## src/hdl/hc_flags_map.svh

```systemverilog
`ifndef HC_FLAGS_MAP_SVH
`define HC_FLAGS_MAP_SVH
// register offsets (byte addresses)
`define HCF_SET_OFFSET 8'h50
`define HCF_CLR_OFFSET 8'h54
// field positions
`define HCF_BIT_ROM_VALID 31
`define HCF_BIT_SWAP_DIS 30
`define HCF_BIT_TARDY_EN 29
`define HCF_BIT_PROG_PHY 23
`define HCF_BIT_ENH_ON 22
`define HCF_BIT_LPS 19
`define HCF_BIT_LINK_EN 17
// nominal write masks, unused by the module; bit 31 can be set but not cleared, unlike these
`define HCF_SET_MASK 32'h60480000
`define HCF_CLR_MASK 32'hE0C80000
// reset value of the whole register
`define HCF_RESET_VALUE 32'h00800000
`endif

```

## src/hdl/hc_flags_pkg.sv

```systemverilog
package hc_flags_pkg;
	// flags held by the register, low half stays outside this block
	typedef struct packed {
		logic rom_valid;
		logic swap_disable;
		logic tardy_enable;
		logic prog_phy;
		logic enhance_on;
		logic link_power;
	} hc_flags_type;

	// request from the 1394 receive side
	typedef struct packed {
		logic valid;
		logic rom_block_read;
		logic to_self;
	} rx_req_type;

	// answer chosen by this block
	typedef enum logic [2:0] {
		ACK_NONE = 3'b001,
		ACK_NORMAL = 3'b010,
		ACK_TYPE_ERR_OR_TARDY = 3'b100
	} ack_kind_type;
endpackage : hc_flags_pkg

```

## src/hdl/host_controller_control_flags.sv

```systemverilog
// The register addresses and the strobed register port are this design's own decisions.
`timescale 1ns/100ps
`include "hc_flags_map.svh"
// Summary of operation
// - rom valid set lets physical unit answer config ROM block reads.
// - rom valid clear makes config ROM block reads get ack_type_error unless tardy enable is set.
// - bus reset with rom valid clear leaves 34h, 18h, 20h untouched.
// - rom valid clears only by hardware reset, soft reset, fetch error.
// - swap disable bit 30 steers DMA byte swapping.
// - tardy enable bit 29 makes node answer async packets with ack_tardy.
// - every ack_tardy sent pulses interrupt event bit 27.
// - bits 28-24 always read zero.
// - bit 23 loads from EEPROM, software may only clear it.
// - bits 21-20 always read zero.
// - link-PHY traffic allowed only while link power status is one.
// - set register at 50h, clear register at 54h.
// - link enable zero stops all acks and config ROM reads; bus reset still updates ROM registers.
module host_controller_control_flags
	import hc_flags_pkg::*;
(
	input wire logic clk,
	input wire logic rst,
	input wire logic [7:0] addr,
	input wire logic [31:0] wdata,
	input wire logic wr,
	input wire logic rd,
	output logic [31:0] rdata,
	input wire logic soft_reset,
	input wire logic fetch_error,
	input wire logic eeprom_load,
	input wire logic eeprom_prog_phy,
	input wire logic link_active_enable,
	input wire logic bus_reset,
	input wire rx_req_type rx_req,
	output ack_kind_type ack_kind,
	output logic ack_is_tardy,
	output logic tardy_event,
	output logic rom_regs_update,
	output logic rom_read_enable,
	output logic dma_byte_swap,
	output logic phy_link_enable,
	output logic enhancements_on
);
	// reset image kept as a constant so the reset branch assigns literals only
	localparam logic [31:0] RESET_IMAGE = `HCF_RESET_VALUE;

	// one register per flag; each flag is owned by exactly one process so
	// that no variable ends up with two drivers
	logic rom_valid_q;
	logic swap_disable_q;
	logic tardy_enable_q;
	logic prog_phy_q;
	logic enhance_on_q;
	logic link_power_q;

	// gathered copy of all flags, used by the read view and the decisions
	hc_flags_type flags;

	// decoded write strobes of the set/clear pair
	logic set_hit;
	logic clr_hit;

	// decoded read strobe for either address of the pair
	logic rd_hit;

	// the full 32-bit word as software sees it
	logic [31:0] view;

	// decode of the set/clear pair; both offsets share one write strobe,
	// so a set and a clear can never land in the same cycle
	always_comb begin
		set_hit = 1'b0;
		clr_hit = 1'b0;
		if (wr && addr == `HCF_SET_OFFSET) begin
			set_hit = 1'b1;
		end else if (wr && addr == `HCF_CLR_OFFSET) begin
			clr_hit = 1'b1;
		end
	end

	// read decode: either address of the pair returns the same view
	always_comb begin
		rd_hit = 1'b0;
		if (rd && addr == `HCF_SET_OFFSET) begin
			rd_hit = 1'b1;
		end else if (rd && addr == `HCF_CLR_OFFSET) begin
			rd_hit = 1'b1;
		end
	end

	// rom valid: software may set it, only resets or fetch errors clear it;
	// a write of one to the clear address is ignored on purpose, because a
	// driver clearing it by mistake would silently break config ROM reads
	always_ff @(posedge clk or posedge rst) begin
		if (rst) begin
			rom_valid_q <= RESET_IMAGE[`HCF_BIT_ROM_VALID];
		end else if (soft_reset) begin
			rom_valid_q <= 1'b0;
		end else if (fetch_error) begin
			rom_valid_q <= 1'b0;
		end else if (set_hit && wdata[`HCF_BIT_ROM_VALID]) begin
			rom_valid_q <= 1'b1;
		end
	end

	// swap disable: plain set/clear flag, soft reset returns it to zero
	always_ff @(posedge clk or posedge rst) begin
		if (rst) begin
			swap_disable_q <= RESET_IMAGE[`HCF_BIT_SWAP_DIS];
		end else if (soft_reset) begin
			swap_disable_q <= 1'b0;
		end else if (set_hit && wdata[`HCF_BIT_SWAP_DIS]) begin
			swap_disable_q <= 1'b1;
		end else if (clr_hit && wdata[`HCF_BIT_SWAP_DIS]) begin
			swap_disable_q <= 1'b0;
		end
	end

	// tardy enable: plain set/clear flag; keeping it clear while this node
	// manages the bus is left to software
	always_ff @(posedge clk or posedge rst) begin
		if (rst) begin
			tardy_enable_q <= RESET_IMAGE[`HCF_BIT_TARDY_EN];
		end else if (soft_reset) begin
			tardy_enable_q <= 1'b0;
		end else if (set_hit && wdata[`HCF_BIT_TARDY_EN]) begin
			tardy_enable_q <= 1'b1;
		end else if (clr_hit && wdata[`HCF_BIT_TARDY_EN]) begin
			tardy_enable_q <= 1'b0;
		end
	end

	// enhancement enable: the flag itself is plain set/clear; the gating
	// with the eeprom flag happens on the output level further down
	always_ff @(posedge clk or posedge rst) begin
		if (rst) begin
			enhance_on_q <= RESET_IMAGE[`HCF_BIT_ENH_ON];
		end else if (soft_reset) begin
			enhance_on_q <= 1'b0;
		end else if (set_hit && wdata[`HCF_BIT_ENH_ON]) begin
			enhance_on_q <= 1'b1;
		end else if (clr_hit && wdata[`HCF_BIT_ENH_ON]) begin
			enhance_on_q <= 1'b0;
		end
	end

	// link power status: plain set/clear flag; software must let the phy
	// side clock settle after setting it, nothing here waits for that
	always_ff @(posedge clk or posedge rst) begin
		if (rst) begin
			link_power_q <= RESET_IMAGE[`HCF_BIT_LPS];
		end else if (soft_reset) begin
			link_power_q <= 1'b0;
		end else if (set_hit && wdata[`HCF_BIT_LPS]) begin
			link_power_q <= 1'b1;
		end else if (clr_hit && wdata[`HCF_BIT_LPS]) begin
			link_power_q <= 1'b0;
		end
	end

	// eeprom-loaded flag: a load wins over a clear in the same cycle, a
	// set write has no path here at all, and soft reset leaves it alone
	always_ff @(posedge clk or posedge rst) begin
		if (rst) begin
			prog_phy_q <= RESET_IMAGE[`HCF_BIT_PROG_PHY];
		end else if (eeprom_load) begin
			prog_phy_q <= eeprom_prog_phy;
		end else if (clr_hit && wdata[`HCF_BIT_PROG_PHY]) begin
			prog_phy_q <= 1'b0;
		end
	end

	// gather the flags into one carrier for the logic below
	always_comb begin
		flags.rom_valid = rom_valid_q;
		flags.swap_disable = swap_disable_q;
		flags.tardy_enable = tardy_enable_q;
		flags.prog_phy = prog_phy_q;
		flags.enhance_on = enhance_on_q;
		flags.link_power = link_power_q;
	end

	// reserved bits are built in as constant zeros; the low half belongs to
	// other logic and reads zero from this block
	always_comb begin
		view = 32'h00000000;
		view[`HCF_BIT_ROM_VALID] = flags.rom_valid;
		view[`HCF_BIT_SWAP_DIS] = flags.swap_disable;
		view[`HCF_BIT_TARDY_EN] = flags.tardy_enable;
		view[`HCF_BIT_PROG_PHY] = flags.prog_phy;
		view[`HCF_BIT_ENH_ON] = flags.enhance_on;
		view[`HCF_BIT_LPS] = flags.link_power;
	end

	// read data in the cycle after the strobe only; unmapped reads zero,
	// so a stale word can never be mistaken for a fresh answer
	always_ff @(posedge clk or posedge rst) begin
		if (rst) begin
			rdata <= 32'h00000000;
		end else if (rd_hit) begin
			rdata <= view;
		end else begin
			rdata <= 32'h00000000;
		end
	end

	// acknowledge decision for each received request, one cycle later;
	// tardy has priority because a sleeping host cannot serve anything,
	// not even a config ROM read with a valid image
	always_ff @(posedge clk or posedge rst) begin
		if (rst) begin
			ack_kind <= ACK_NONE;
			ack_is_tardy <= 1'b0;
			tardy_event <= 1'b0;
		end else begin
			ack_kind <= ACK_NONE;
			ack_is_tardy <= 1'b0;
			tardy_event <= 1'b0;
			if (rx_req.valid && link_active_enable) begin
				if (flags.tardy_enable) begin
					ack_kind <= ACK_TYPE_ERR_OR_TARDY;
					ack_is_tardy <= 1'b1;
					tardy_event <= 1'b1;
				end else if (rx_req.rom_block_read && !flags.rom_valid) begin
					ack_kind <= ACK_TYPE_ERR_OR_TARDY;
				end else begin
					ack_kind <= ACK_NORMAL;
				end
			end
		end
	end

	// bus reset updates the rom shadow registers only with a valid image
	always_ff @(posedge clk or posedge rst) begin
		if (rst) begin
			rom_regs_update <= 1'b0;
		end else begin
			rom_regs_update <= bus_reset && flags.rom_valid;
		end
	end

	// config rom block reads are served only with a valid image and a
	// connected link
	always_ff @(posedge clk or posedge rst) begin
		if (rst) begin
			rom_read_enable <= 1'b0;
		end else begin
			rom_read_enable <= flags.rom_valid && link_active_enable;
		end
	end

	// byte swapping is on unless software disables it
	always_ff @(posedge clk or posedge rst) begin
		if (rst) begin
			dma_byte_swap <= 1'b1;
		end else begin
			dma_byte_swap <= !flags.swap_disable;
		end
	end

	// link-phy traffic follows the power status flag
	always_ff @(posedge clk or posedge rst) begin
		if (rst) begin
			phy_link_enable <= 1'b0;
		end else begin
			phy_link_enable <= flags.link_power;
		end
	end

	// enhancements stay off unless the eeprom flag allows them, which
	// guards against a driver that set the bit without permission
	always_ff @(posedge clk or posedge rst) begin
		if (rst) begin
			enhancements_on <= 1'b0;
		end else begin
			enhancements_on <= flags.enhance_on && flags.prog_phy;
		end
	end
endmodule : host_controller_control_flags

```

## config.mk

```make
export PLATFORM = sky130hd
export DESIGN_NAME = host_controller_control_flags
export DESIGN_NICKNAME = d
export VERILOG_FILES = /design/src/hdl/hc_flags_pkg.sv /design/src/hdl/host_controller_control_flags.sv
export VERILOG_INCLUDE_DIRS = /design/src /design/src/hdl
export SDC_FILE = /design/constraint.sdc
export NUM_CORES = 1
export LEC_CHECK = 0
export ABC_AREA = 1
export BUFFER_PORTS_ARGS = -buffer_cell sky130_fd_sc_hd__buf_4
export CORE_ASPECT_RATIO = 0.5
export CORE_MARGIN = 2
export CORE_UTILIZATION = 36
export CTS_CLUSTER_SIZE = 10
export DETAILED_ROUTE_END_ITERATION = 16
export PLACE_DENSITY = 0.78
export SLEW_MARGIN = 40
export SYNTH_ARGS = -nofsm -noshare
export SYNTH_HDL_FRONTEND = slang
export SYNTH_SLANG_ARGS = --single-unit
```

## constraint.sdc

```tcl
create_clock -name clk -period 1.1 [get_ports clk]
set_clock_uncertainty 0.1 [all_clocks]
set_input_delay 0.22 -clock clk [delete_from_list [all_inputs] [get_ports clk]]
set_output_delay 0.22 -clock clk [all_outputs]
set_load 0.05 [all_outputs]
```

==> results_dict.tcl <==
set metrics [dict create \
    outcome "finished with violations" \
    violations "negative setup slack" \
    hpwl_um 1420 \
    cp_slowest_stage_delay_ns 0.54 \
    dieWidth_um 79.8 \
    rr_worst_depth 4 \
    ys_top_cells_by_area "dfrtp_1 44%, buf_4 20%, dfstp_2 7.6%" \
    core.rowCount 13 \
    vias 756 \
    synth_simple_gate_area_frac 0.191 \
    grt_setup_unrepaired "yes" \
    cp_top_family "flip-flops" \
    final_area_um2 1420 \
    finalHoldViolations 0 \
    vias_per_cell 3.88 \
    fin_crit_sh 1.13 \
    whs_path_depth 2 \
    clk_latency_ns 0.25 \
    htree_levels 1 \
    path_clk_slew_ns 0.07 \
    synth_fa_ha_area_frac 0 \
    crit_type "register to primary output" \
    gr-usage-all-layers 0.107 \
    hp-start "soft_reset" \
    fmax_mhz 804 \
    cp.arrival_ns 0.92 \
    place_area_um2 1290 \
    coreArea_um2 2670 \
    fin_crit_ns 1.24 \
    drive_above_1_share 0.367 \
    wire_per_inst_um 8.78 \
    fin_ws_ns -0.143 \
    drc 0 \
    cts_num_sinks 21 \
    grt_max_degree 22 \
    tns_ns -0.362 \
    placed_cells 190 \
    port_buffers 41 \
    dr.pass1.iters 4 \
    synth_top_cell_by_area "dfrtp_1" \
    cp.depth 1 \
    gp_congestion 0.788 \
    cts_tree "yes" \
    ant_nets 0 \
    muxShareOfSynthArea 0 \
    grt_pass1_wl_um 2780 \
    path_max_fanout 1 \
    die-area_um2 3340 \
    cts_buffer_depth 2 \
    synth_warnings 0 \
    peakVddDrop_mv 0.556 \
    synth_compound_area_frac 0.0460 \
    yosys_register_bits 21 \
    top_level_ports 95 \
    syn-cell-area_um2 1030 \
    endpoint_kind "primary output" \
    synth_top_family_by_area "buffers and inverters" \
    power.density_nw_per_um2 1150 \
    syn_avg_cell_area_um2 9.23 \
    r2r-start "prog_phy_q" \
    synth-xor-area-share 0 \
    cts_buffers 3 \
    maxCapViolations 0 \
    worst_setup_path_start_kind "register" \
    leakage_nw 0.738 \
    yosysUniqueCellTypes 15 \
    setup_violations 5 \
    critPathRequiredTime_ns 0.78 \
    netlist.area_leader.share 0.436 \
    antenna_cells 0 \
    grt_overflow 0 \
    grt_pass1_vias 692 \
    die_y_um 41.9 \
    area_growth_pct 37.2 \
    drt_iter0_drc 39 \
    ys_seq_area_frac 0.512 \
    slew_viol_final 0 \
    holdWs_ns 0.0567 \
    grt_antenna_before_repair 0 \
    crit_start "ack_kind[0]" \
    netlist_instances 112 \
    layoutNonFillerInstCount 195 \
    cp_slowest_cell "dfstp_2" \
    drt_wl_total_um 1710 \
    start_util 0.387 \
    nets 212 \
    min_path_type "primary input to register" \
    crit_chain "buf_8" \
    path_buf_inv 1 \
    cts-root-buf "clkbuf_8" \
]
## report_power, final
part	switching, mW	total, mW	internal, mW
Sequential	0.00415	0.789	0.785
Combinational	0.275	0.362	0.0870
Clock	0.218	0.475	0.257
## cells in the final DEF, fill, tap and decap left out, drive strengths merged
cell	count
a21oi	7
buf	43
clkbuf	4
conb	26
dfrtp	18
dfstp	3
dlygate4sd3	1
inv	14
nand2	14
nand3	11
nor2	15
o21ai	1
or2	1
## through the flow
step	worst slack [ns]	total power, mW	util
4_1_cts	-0.152	1.64	0.531
5_1_grt	-0.165	1.69	0.531
3_5_place_dp	-0.134	1.16	0.485
2_1_floorplan	0.0357	1.13	-
3_3_place_gp	-0.142	1.15	0.485
6_report	-0.143	1.63	0.531
## logic make-up (layout without fill, tap and decap cells)
group | after synthesis | in the layout
AND/OR/NAND/NOR | 41 | 41
flip-flops | 21 | 21
other | 1 | 26
AO/OA/AOI/OAI | 8 | 8
buffers and inverters | 41 | 62
## cells in the mapped netlist, drive strengths merged
master	instances
dfrtp	18
a21oi	7
dfstp	3
inv	14
nand2	14
nor2	15
o21ai	1
or2	1
buf	27
conb	1
nand3	11
## final timing paths
| kind | endpoint | slack [ns] |
|---|---|---|
| min reg2reg | dma_byte_swap | 0.31 |
| min | swap_disable_q | 0.06 |
| min in group asynchronous | rdata[29] | 0.46 |
| max in group asynchronous | ack_kind[0] | 0.18 |
| max | ack_kind[0] | -0.14 |
| max reg2reg | prog_phy_q | 0.15 |
## flip-flops by register name (all words and copies together) (netlist names)
signal	flops
prog_phy_q	1
ack_kind	3
enhancements_on	1
rdata	6
phy_link_enable	1
enhance_on_q	1
link_power_q	1
dma_byte_swap	1
rom_regs_update	1
swap_disable_q	1
tardy_enable_q	1
rom_valid_q	1
tardy_event	1
rom_read_enable	1
## area by class of cell
| cell class | instances | area [µm²] |
|---|---|---|
| Fill cell | 245 | 1250 |
| Sequential cell | 21 | 531 |
| Timing Repair Buffer | 44 | 400 |
| Multi-Input combinational cell | 75 | 343 |
| Inverter | 14 | 52.6 |
| Tap cell | 37 | 46.3 |
| Clock buffer | 4 | 45.0 |
## metal layers
layer  wire length (µm)  GRT usage  vias to the layer above
li1                   -          -                      379
met1                671      0.130                      334
met2                866      0.187                       41
met3                155     0.0174                        2
met4                 19     0.0475                        0
met5                  0          0                        -
## repair_timing
| item | 4_1_cts | 5_1_grt |
|---|---|---|
| resized for setup | 18 | 0 |
| hold buffers | 1 | 0 |
| setup buffers | 0 | 0 |
| endpoints found under the setup margin | 16 | 16 |
| hold endpoints to repair | 18 | 0 |
| pin swaps | 0 | 0 |
| gates cloned | 0 | 0 |
No activity file was read; power rests on OpenSTA's default activity.
